===== src/common/cmd_pkg.sv =====
/*
  Constants, types and register map of the core memory cycle mode decoder.
  Assumes a 125 MHz system clock and a 32-bit AHB-Lite register bus.
*/
// Contract
// - mode bits plus byte select pick cycle
// - code 00 reads, restores, ignores byte select
// - code 01 sets hold flag, skips restore
// - code 10 writes whole 16-bit word
// - code 11, select 1: high byte only
// - code 11, select 0: low byte only
// - read-only strap forces plain read always
// - derive capture enables, qualify reset/strobe/data-out
// - decoder drives hold flag set or clear
// - mode terms condition slave sync clocking
// - write after held read skips read phase
// - write drive pulse enables stack discharge
// - read phase keeps stack discharge off
// - power fail cuts drive current supply
// - low byte write restores other byte
// - bus initialize clears hold flag
package cmd_pkg;

  // register byte offsets
  localparam logic [7:0] CMD_CTRL_OFS   = 8'h00;
  localparam logic [7:0] CMD_STATUS_OFS = 8'h04;
  localparam logic [7:0] CMD_DATA_OFS   = 8'h08;

  // control fields
  localparam int         CMD_CTRL_EN_BIT   = 0;
  localparam int         CMD_CTRL_INIT_BIT = 1;
  localparam logic [1:0] CMD_CTRL_RESET    = 2'h1;

  // status fields
  localparam int CMD_ST_STATE_LSB = 0;
  localparam int CMD_ST_CYC_LSB   = 3;
  localparam int CMD_ST_PWR_BIT   = 6;
  localparam int CMD_ST_STRAP_BIT = 7;
  localparam int CMD_ST_HOLD_BIT  = 8;

  // mode-control codes
  localparam logic [1:0] CMD_MODE_READ = 2'h0;
  localparam logic [1:0] CMD_MODE_HOLD = 2'h1;
  localparam logic [1:0] CMD_MODE_WORD = 2'h2;
  localparam logic [1:0] CMD_MODE_BYTE = 2'h3;

  // timing
  localparam int CMD_CLK_MHZ     = 125;
  localparam int CMD_READ_NS     = 100;
  localparam int CMD_WRITE_NS    = 200;
  localparam int CMD_READ_CYC    = (CMD_READ_NS * CMD_CLK_MHZ + 999) / 1000;
  localparam int CMD_WRITE_CYC   = (CMD_WRITE_NS * CMD_CLK_MHZ + 999) / 1000;
  localparam int CMD_CNT_W       = 8;

  typedef enum logic [2:0] {
    CMD_ST_IDLE  = 3'h0,
    CMD_ST_CLEAR = 3'h1,
    CMD_ST_READ  = 3'h3,
    CMD_ST_WRITE = 3'h2,
    CMD_ST_ACK   = 3'h6
  } cmd_state_type;

  typedef enum logic [2:0] {
    CMD_CYC_READ = 3'h0,
    CMD_CYC_HOLD = 3'h1,
    CMD_CYC_WORD = 3'h2,
    CMD_CYC_HI   = 3'h3,
    CMD_CYC_LO   = 3'h4
  } cmd_cycle_type;

endpackage


===== src/hw/cmd_decoder.sv =====
/*
  Core memory cycle mode decoder: decodes the bus request, sequences the
  clear/read/write phases, drives byte enables, hold flag, slave sync,
  stack discharge and drive supply gating. AHB-Lite slave for control/status.
  Assumes request pins are asynchronous and held until slave_sync_ack
  is seen (interlocked); core sense data is stable while strobed.
*/
// The implementer's own choices: the register addresses and the AHB-Lite register port.
`timescale 1ns/1ps
module cmd_decoder
  import cmd_pkg::*;
#(
  parameter int READ_CYC  = CMD_READ_CYC,
  parameter int WRITE_CYC = CMD_WRITE_CYC
) (
  // clock and reset
  input  wire logic        sys_clk,
  input  wire logic        rst_n,
  // ahb-lite slave
  input  wire logic        hsel,
  input  wire logic [31:0] haddr,
  input  wire logic [1:0]  htrans,
  input  wire logic        hwrite,
  input  wire logic [2:0]  hsize,
  input  wire logic [31:0] hwdata,
  input  wire logic        hready,
  output logic      [31:0] hrdata,
  output logic             hreadyout,
  output logic             hresp,
  // request pins from the bus master
  input  wire logic        req_sync_in,
  input  wire logic        mode_bit_high,
  input  wire logic        mode_bit_low,
  input  wire logic        byte_select_bit,
  input  wire logic [15:0] master_wdata,
  input  wire logic        bus_init,
  // straps and supply
  input  wire logic        read_only_strap,
  input  wire logic        power_fail_n,
  // core array side
  input  wire logic [15:0] core_sense_data,
  output logic      [15:0] core_write_data,
  output logic      [1:0]  byte_load,
  output logic      [1:0]  byte_reset,
  output logic      [1:0]  byte_strobe,
  output logic             read_phase,
  output logic             drive_current_pulse,
  output logic             stack_discharge_en,
  output logic             drive_supply_en,
  // answer to the master
  output logic      [15:0] master_rdata,
  output logic             data_out_en,
  output logic             slave_sync_ack,
  output logic             restore_hold
);

  // synchronised pins
  logic [5:0]  ctl_s;
  logic [15:0] wdata_s;
  logic        req_s;
  logic        mhi_s;
  logic        mlo_s;
  logic        bsel_s;
  logic        strap_s;
  logic        pwr_ok_s;

  cmd_sync3 #(.WIDTH(6)) u_sync_ctl (
    .sys_clk  (sys_clk),
    .rst_n    (rst_n),
    .pin_in   ({req_sync_in, mode_bit_high, mode_bit_low, byte_select_bit,
                read_only_strap, power_fail_n}),
    .sync_out (ctl_s)
  );

  cmd_sync3 #(.WIDTH(16)) u_sync_data (
    .sys_clk  (sys_clk),
    .rst_n    (rst_n),
    .pin_in   (master_wdata),
    .sync_out (wdata_s)
  );

  assign req_s    = ctl_s[5];
  assign mhi_s    = ctl_s[4];
  assign mlo_s    = ctl_s[3];
  assign bsel_s   = ctl_s[2];
  assign strap_s  = ctl_s[1];
  assign pwr_ok_s = ctl_s[0];

  // decode of the request
  cmd_cycle_type req_cyc;
  logic [1:0]    mode_code;

  always_comb begin
    mode_code = {mhi_s, mlo_s};
    if (strap_s) begin
      mode_code = CMD_MODE_READ;
    end
    case (mode_code)
      CMD_MODE_READ: req_cyc = CMD_CYC_READ;
      CMD_MODE_HOLD: req_cyc = CMD_CYC_HOLD;
      CMD_MODE_WORD: req_cyc = CMD_CYC_WORD;
      CMD_MODE_BYTE: req_cyc = bsel_s ? CMD_CYC_HI : CMD_CYC_LO;
      default:       req_cyc = CMD_CYC_READ;
    endcase
  end

  // sequencer state
  cmd_state_type        state_r;
  cmd_state_type        state_nxt;
  cmd_cycle_type        cyc_r;
  cmd_cycle_type        cyc_nxt;
  logic [CMD_CNT_W-1:0] cnt_r;
  logic [CMD_CNT_W-1:0] cnt_nxt;
  logic                 hold_r;
  logic                 hold_nxt;
  logic [15:0]          mdr_r;
  logic [15:0]          mdr_nxt;
  logic [1:0]           ctrl_r;
  logic [1:0]           ctrl_nxt;
  logic                 soft_init;
  logic                 is_write;
  logic [1:0]           sel_bytes;
  logic [1:0]           rst_v;
  logic [1:0]           stb_v;
  logic [1:0]           ld_v;
  logic                 rd_v;
  logic                 pulse_v;

  localparam logic [CMD_CNT_W-1:0] READ_LAST  = CMD_CNT_W'(READ_CYC - 1);
  localparam logic [CMD_CNT_W-1:0] WRITE_LAST = CMD_CNT_W'(WRITE_CYC - 1);

  assign is_write = (cyc_r == CMD_CYC_WORD) || (cyc_r == CMD_CYC_HI) ||
                    (cyc_r == CMD_CYC_LO);

  // bytes the master supplies; the other byte keeps its read value
  always_comb begin
    case (cyc_r)
      CMD_CYC_WORD: sel_bytes = 2'h3;
      CMD_CYC_HI:   sel_bytes = 2'h2;
      CMD_CYC_LO:   sel_bytes = 2'h1;
      default:      sel_bytes = 2'h0;
    endcase
  end

  always_comb begin
    state_nxt = state_r;
    cyc_nxt   = cyc_r;
    cnt_nxt   = cnt_r;
    hold_nxt  = hold_r;
    rst_v     = 2'h0;
    stb_v     = 2'h0;
    ld_v      = 2'h0;
    rd_v      = 1'b0;
    pulse_v   = 1'b0;
    case (state_r)
      CMD_ST_IDLE: begin
        if (req_s && ctrl_r[CMD_CTRL_EN_BIT]) begin
          cyc_nxt = req_cyc;
          cnt_nxt = '0;
          if (hold_r && (req_cyc == CMD_CYC_WORD || req_cyc == CMD_CYC_HI ||
                         req_cyc == CMD_CYC_LO)) begin
            state_nxt = CMD_ST_WRITE;
          end else begin
            state_nxt = CMD_ST_CLEAR;
          end
        end
      end
      CMD_ST_CLEAR: begin
        rst_v     = ~sel_bytes;
        state_nxt = CMD_ST_READ;
      end
      CMD_ST_READ: begin
        rd_v    = 1'b1;
        pulse_v = 1'b1;
        cnt_nxt = cnt_r + 1'b1;
        if (cnt_r == READ_LAST) begin
          stb_v   = ~sel_bytes;
          cnt_nxt = '0;
          if (cyc_r == CMD_CYC_HOLD) begin
            hold_nxt  = 1'b1;
            state_nxt = CMD_ST_ACK;
          end else begin
            state_nxt = CMD_ST_WRITE;
          end
        end
      end
      CMD_ST_WRITE: begin
        pulse_v = 1'b1;
        cnt_nxt = cnt_r + 1'b1;
        if (cnt_r == '0) begin
          ld_v = sel_bytes;
        end
        if (cnt_r == WRITE_LAST) begin
          cnt_nxt   = '0;
          state_nxt = CMD_ST_ACK;
          if (is_write) begin
            hold_nxt = 1'b0;
          end
        end
      end
      CMD_ST_ACK: begin
        if (!req_s) begin
          state_nxt = CMD_ST_IDLE;
        end
      end
      default: state_nxt = CMD_ST_IDLE;
    endcase
    if (bus_init || soft_init) begin
      hold_nxt  = 1'b0;
      state_nxt = CMD_ST_IDLE;
      cnt_nxt   = '0;
    end
  end

  // data register: clear, sense, then master bytes, each later one overriding the earlier
  always_comb begin
    mdr_nxt = mdr_r;
    for (int b = 0; b < 2; b++) begin
      if (rst_v[b]) begin
        mdr_nxt[b*8 +: 8] = 8'h00;
      end
      if (stb_v[b]) begin
        mdr_nxt[b*8 +: 8] = core_sense_data[b*8 +: 8];
      end
      if (ld_v[b]) begin
        mdr_nxt[b*8 +: 8] = wdata_s[b*8 +: 8];
      end
    end
  end

  always_ff @(posedge sys_clk) begin
    if (!rst_n) begin
      state_r <= CMD_ST_IDLE;
      cyc_r   <= CMD_CYC_READ;
      cnt_r   <= '0;
      hold_r  <= 1'b0;
      mdr_r   <= 16'h0000;
    end else begin
      state_r <= state_nxt;
      cyc_r   <= cyc_nxt;
      cnt_r   <= cnt_nxt;
      hold_r  <= hold_nxt;
      mdr_r   <= mdr_nxt;
    end
  end

  // registered core-side outputs
  logic [1:0] byte_load_r;
  logic [1:0] byte_reset_r;
  logic [1:0] byte_strobe_r;
  logic       read_phase_r;
  logic       pulse_r;
  logic       dout_r;
  logic       ack_r;
  logic       dout_nxt;
  logic       ack_nxt;

  always_comb begin
    ack_nxt  = (state_nxt == CMD_ST_ACK);
    dout_nxt = ack_nxt && (cyc_nxt == CMD_CYC_READ || cyc_nxt == CMD_CYC_HOLD);
  end

  always_ff @(posedge sys_clk) begin
    if (!rst_n) begin
      byte_load_r   <= 2'h0;
      byte_reset_r  <= 2'h0;
      byte_strobe_r <= 2'h0;
      read_phase_r  <= 1'b0;
      pulse_r       <= 1'b0;
      dout_r        <= 1'b0;
      ack_r         <= 1'b0;
    end else begin
      byte_load_r   <= ld_v;
      byte_reset_r  <= rst_v;
      byte_strobe_r <= stb_v;
      read_phase_r  <= rd_v;
      pulse_r       <= pulse_v;
      dout_r        <= dout_nxt;
      ack_r         <= ack_nxt;
    end
  end

  assign byte_load           = byte_load_r;
  assign byte_reset          = byte_reset_r;
  assign byte_strobe         = byte_strobe_r;
  assign read_phase          = read_phase_r;
  assign drive_current_pulse = pulse_r;
  assign stack_discharge_en  = pulse_r && !read_phase_r;
  // supply cut acts through the synchroniser; loss of logic power is analog
  assign drive_supply_en     = pwr_ok_s;
  assign core_write_data     = mdr_r;
  assign master_rdata        = mdr_r;
  assign data_out_en         = dout_r;
  assign slave_sync_ack      = ack_r;
  assign restore_hold        = hold_r;

  // ahb-lite slave, zero wait states
  logic        aph_wr_r;
  logic        aph_wr_nxt;
  logic [7:0]  aph_ofs_r;
  logic [7:0]  aph_ofs_nxt;
  logic [31:0] hrdata_r;
  logic [31:0] hrdata_nxt;
  logic        take;
  logic [31:0] status_word;

  assign take = hsel && hready && htrans[1];

  always_comb begin
    status_word = 32'h0000_0000;
    status_word[CMD_ST_STATE_LSB +: 3] = state_r;
    status_word[CMD_ST_CYC_LSB +: 3]   = cyc_r;
    status_word[CMD_ST_PWR_BIT]        = pwr_ok_s;
    status_word[CMD_ST_STRAP_BIT]      = strap_s;
    status_word[CMD_ST_HOLD_BIT]       = hold_r;
  end

  always_comb begin
    aph_wr_nxt  = take && hwrite;
    aph_ofs_nxt = take ? haddr[7:0] : aph_ofs_r;
    hrdata_nxt  = hrdata_r;
    if (take && !hwrite) begin
      case (haddr[7:0])
        CMD_CTRL_OFS:   hrdata_nxt = {30'h0000_0000, ctrl_r};
        CMD_STATUS_OFS: hrdata_nxt = status_word;
        CMD_DATA_OFS:   hrdata_nxt = {16'h0000, mdr_r};
        default:        hrdata_nxt = 32'h0000_0000;
      endcase
    end
    // init bit self-clears after one cycle
    ctrl_nxt = ctrl_r & ~(2'h1 << CMD_CTRL_INIT_BIT);
    if (aph_wr_r && aph_ofs_r == CMD_CTRL_OFS) begin
      ctrl_nxt = hwdata[1:0];
    end
  end

  always_ff @(posedge sys_clk) begin
    if (!rst_n) begin
      aph_wr_r  <= 1'b0;
      aph_ofs_r <= 8'h00;
      hrdata_r  <= 32'h0000_0000;
      ctrl_r    <= CMD_CTRL_RESET;
    end else begin
      aph_wr_r  <= aph_wr_nxt;
      aph_ofs_r <= aph_ofs_nxt;
      hrdata_r  <= hrdata_nxt;
      ctrl_r    <= ctrl_nxt;
    end
  end

  assign soft_init = ctrl_r[CMD_CTRL_INIT_BIT];
  assign hrdata    = hrdata_r;
  assign hreadyout = 1'b1;
  assign hresp     = 1'b0;

endmodule // cmd_decoder


===== src/hw/cmd_sync3.sv =====
/*
  Three-stage input synchroniser for a group of pins.
  Assumes inputs asynchronous to sys_clk; output follows once stages two and three agree.
*/
`timescale 1ns/1ps
module cmd_sync3 #(
  parameter int WIDTH = 1
) (
  // clock and reset
  input  wire logic             sys_clk,
  input  wire logic             rst_n,
  // pins in, clean value out
  input  wire logic [WIDTH-1:0] pin_in,
  output logic      [WIDTH-1:0] sync_out
);

  logic [WIDTH-1:0] s1_r;
  logic [WIDTH-1:0] s2_r;
  logic [WIDTH-1:0] s3_r;
  logic [WIDTH-1:0] out_r;
  logic [WIDTH-1:0] out_nxt;

  always_comb begin
    out_nxt = out_r;
    for (int i = 0; i < WIDTH; i++) begin
      if (s2_r[i] == s3_r[i]) begin
        out_nxt[i] = s3_r[i];
      end
    end
  end

  always_ff @(posedge sys_clk) begin
    if (!rst_n) begin
      s1_r  <= '0;
      s2_r  <= '0;
      s3_r  <= '0;
      out_r <= '0;
    end else begin
      s1_r  <= pin_in;
      s2_r  <= s1_r;
      s3_r  <= s2_r;
      out_r <= out_nxt;
    end
  end

  assign sync_out = out_r;

endmodule // cmd_sync3


===== config.mk =====
export PLATFORM = sky130hd
export DESIGN_NAME = cmd_decoder
export DESIGN_NICKNAME = d
export VERILOG_FILES = /design/src/common/cmd_pkg.sv /design/src/hw/cmd_decoder.sv /design/src/hw/cmd_sync3.sv
export SDC_FILE = /design/constraint.sdc
export NUM_CORES = 1
export LEC_CHECK = 0
export ABC_AREA = 1
export BUFFER_PORTS_ARGS = -buffer_cell sky130_fd_sc_hd__buf_2
export CAP_MARGIN = 25
export CORE_MARGIN = 3
export CORE_UTILIZATION = 55
export CTS_CLUSTER_DIAMETER = 50
export DETAILED_ROUTE_END_ITERATION = 6
export PLACE_DENSITY_LB_ADDON = 0.25
export SLEW_MARGIN = 30
export SYNTH_ARGS = -nofsm -noshare
export SYNTH_HDL_FRONTEND = slang
export SYNTH_HIERARCHICAL = 1
export SYNTH_SLANG_ARGS = --single-unit
export TNS_END_PERCENT = 10

===== constraint.sdc =====
create_clock -name sys_clk -period 2.9 [get_ports sys_clk]
set_input_delay 0.145 -clock sys_clk [delete_from_list [all_inputs] [get_ports sys_clk]]
set_output_delay 0.145 -clock sys_clk [all_outputs]
set_load 0.02 [all_outputs]

==> impl_metrics.env <==
export IMPL_outcome="completed"
export IMPL_hold_end="aph_ofs_r[3]"
export IMPL_slew_viol_final=0
export IMPL_cp_arrival_ps=2160
export IMPL_drive_gt1_share_pct=22.1
export IMPL_drtIter0Drc=384
export IMPL_cts_root_buffer="clkbuf_16"
export IMPL_r2r_start="cnt_r[0]"
export IMPL_boundaryPins=192
export IMPL_wl_um=13700
export IMPL_seq_area_um2=3120
export IMPL_post_route_drc_count=0
export IMPL_synth_seq_cells=156
export IMPL_antenna_cells=0
export IMPL_period_share_pct=63.4
export IMPL_syn_area_um2=6330
export IMPL_die_y_um=113
export IMPL_finalSetupViolCount=0
export IMPL_hold_viol=0
export IMPL_min_from="haddr[3]"
export IMPL_wl_per_cell_um=12.5
export IMPL_insertion_delay_ps=420
export IMPL_path_clk_slew_ps=60
export IMPL_ant_nets=0
export IMPL_power_density_nw_per_um2=615
export IMPL_ys_warn_count=6
export IMPL_maxCapViolCount=0
export IMPL_start_kind="register"
export IMPL_cts_sinks=156
export IMPL_tns_ps=0
export IMPL_synthCells=809
export IMPL_max_slew_margin_pct=63.2
export IMPL_syn_to_final_growth_pct=21.8
export IMPL_hold_path_class="primary input to register"
export IMPL_yosysUniqueCellTypes=39
export IMPL_cts_buffers=17
export IMPL_whs_path_depth=3
export IMPL_synth_area_leaders="dfxtp_1 (49%), nand2_1 (9.9%), inv_1 (7.3%)"
export IMPL_max_freq_mhz=544
export IMPL_antenna_found_initial=0
export IMPL_crit_fanout=13
export IMPL_dp_hpwl_um=9310
export IMPL_first_global_vias=4814
export IMPL_fp_row_count=38
export IMPL_rsz0062_at_grt="false"
export IMPL_cts_tree="built"
export IMPL_vdd_ir_drop_max_v=0.000575
export IMPL_avgViaCountPerCell=4.75
export IMPL_required_ps=3220
export IMPL_n_fill_cell=886
export IMPL_nets=1056
export IMPL_cts_htree_levels=4
export IMPL_grt_pass1_wl_um=22800
export IMPL_crit_type="register to register"
export IMPL_synth_top_area_share_pct=49.3
export IMPL_cts_resized=0
export IMPL_portBuffers=115
export IMPL_crit_chain="inv_1 > ha_1 > nand3_2 > nor2_4 > nand3_4 > nand3_2 > nand2_1 > nor2_1 > nor2_1"
export IMPL_r2r_end="core_write_data[0]"
export IMPL_vias=5193
export IMPL_whs_ps=20.0
export IMPL_rr_worst_depth=9
export IMPL_dr_pass1_iters=5
export IMPL_final_core_utilization_pct=69.9
export IMPL_slowest_stage="nor2_4"
export IMPL_cts_max_path_buffers=2
export IMPL_die_x_um=113
export IMPL_seq_area_frac_synth_pct=49.3
export IMPL_coreArea_um2=11000
export IMPL_syn_area_per_cell_um2=7.83
export IMPL_yosysTopAreaCell="dfxtp_1"
export IMPL_period_needed_ps=1840
export IMPL_cp_end_kind="register"
export IMPL_grt_overflow_total=0
export IMPL_multi_input_area_um2=2370
export IMPL_worst_slew_pin_slew_ps=551
export IMPL_start_util_pct=57.4
export IMPL_die_area_um2=12800
export IMPL_critPathMaxStageDelay_ps=350
export IMPL_place_gp_congestion=0.886
export IMPL_p_leak_nw=3.79
export IMPL_fin_skew_ps=5.34
export IMPL_grt_max_degree=45
export IMPL_r2r_slack_ps=1060
export IMPL_grt_usage_pct=22.3
## logic make-up after synthesis
group	share of synthesized area, %
compound gates	9.82
xor+xnor	0.415
fa+ha+maj	0.395
simple gates	25.5
mux	0.158
flops	49.3
buf+inv	14.2
other cells	0.119
## cell usage after synthesis
master / count
nand2_1: 167
nor2_1: 72
a21oi_1: 57
clkbuf_1: 4
nor4_1: 1
buf_4: 37
inv_2: 6
buf_2: 3
nand2_2: 4
o211ai_1: 2
a21oi_2: 1
buf_12: 1
xor2_1: 2
o21ai_0: 27
conb_1: 2
nand3_4: 1
o21a_1: 2
buf_1: 2
nand3_1: 52
nand3b_1: 2
a31oi_1: 2
and2_1: 1
inv_1: 123
buf_6: 7
nand3_2: 7
nor3_1: 1
nor2_4: 7
mux2i_1: 1
nor3b_1: 4
nand2_4: 1
a21o_1: 1
ha_1: 2
dfxtp_1: 156
nor2_2: 20
o21ai_1: 4
xnor2_1: 1
clkinv_1: 1
nand4_1: 11
o21ai_2: 14
## critical path, delay by kind of cell, from the launching register on
kind	cells	cell delay [ps]
buffers and inverters	1	60
and+or+nand+nor	7	1090
DFF	1	340
adders and majority gates	1	230
## report_power, final
part / switching (mW) / total (mW) / leakage (nW) / internal [mW]
combinational: 0.117 / 0.202 / 2.23 / 0.0851
sequential: 0.0205 / 2.21 / 1.27 / 2.19
clock: 0.869 / 2.33 / 0.299 / 1.46
total: 1.01 / 4.74 / 3.79 / 3.74
## sequential cells by signal, summed over array words and instances (netlist names), 6 cells and up
name	count
aph_ofs_r	8
cnt_r	8
core_write_data	16
hrdata	16
u_sync_ctl/s1_r	6
u_sync_ctl/s2_r	6
u_sync_ctl/s3_r	6
u_sync_ctl/sync_out	6
u_sync_data/s1_r	16
u_sync_data/s2_r	16
u_sync_data/s3_r	16
u_sync_data/sync_out	16
## cell type report
type	instances	area share, %
repair buffers	151	12.0
clock buffers	18	5.69
well taps	140	2.27
inverters	130	6.33
multi-input cells	485	30.7
flip-flops and latches	156	40.5
clock inverters	13	2.48
## layout by cell type (no fill, tap or decap), types with 2 or more instances in the layout
cell / instances
nand2_1: 167
dfxtp_1: 156
inv_1: 123
buf_2: 114
nor2_1: 72
a21oi_1: 57
nand3_1: 52
dlygate4sd3_1: 32
o21ai_0: 27
nor2_2: 20
conb_1: 18
clkbuf_16: 17
o21ai_2: 14
nand4_1: 11
nand3_2: 7
nor2_4: 7
inv_2: 6
buf_4: 5
nand2_2: 4
nor3b_1: 4
o21ai_1: 4
bufinv_16: 4
clkinv_4: 3
clkinvlp_4: 3
xor2_1: 2
nand3b_1: 2
a31oi_1: 2
o211ai_1: 2
o21a_1: 2
ha_1: 2
inv_6: 2
## layer usage
metal  global-route usage (%)  vias up  routed length [µm]
met3                     5.08       28                 720
met4                     9.70        0                 367
met5                        0        -                   0
met2                     35.2      150                6270
met1                     29.3     2282                6350
li1                         -     2733                   -
## per-stage QoR
step | std cells | instance area [µm²] | worst slack (ps) | total power [mW]
after global placement | 1030 | 6760 | 1100 | 2.42
after detailed placement | 1030 | 6760 | 1090 | 2.42
after floorplan | 825 | 6390 | 1480 | 2.38
final | 1093 | 7710 | 1060 | 4.74
after CTS | 1093 | 7710 | 1070 | 4.77
after global routing | 1093 | 7710 | 860 | 4.89
## worst max path at each step
stage	start	end	slack [ps]	cells past startpoint
floorplan	cnt_r[0]	core_write_data[0]	1480	9
global placement	cnt_r[0]	core_write_data[6]	1100	9
detailed placement	cnt_r[0]	core_write_data[0]	1090	9
CTS	cnt_r[0]	core_write_data[0]	1070	9
global route	cnt_r[0]	core_write_data[0]	860	9
finish	cnt_r[0]	core_write_data[0]	1060	9
## timing repair
item | in CTS | in global routing
hold endpoints to repair | 32 | 0
buffers inserted | 0 | 0
endpoints found under the setup margin | 0 | 0
hold buffers | 32 | 0
No activity file was read; power rests on OpenSTA's default activity.
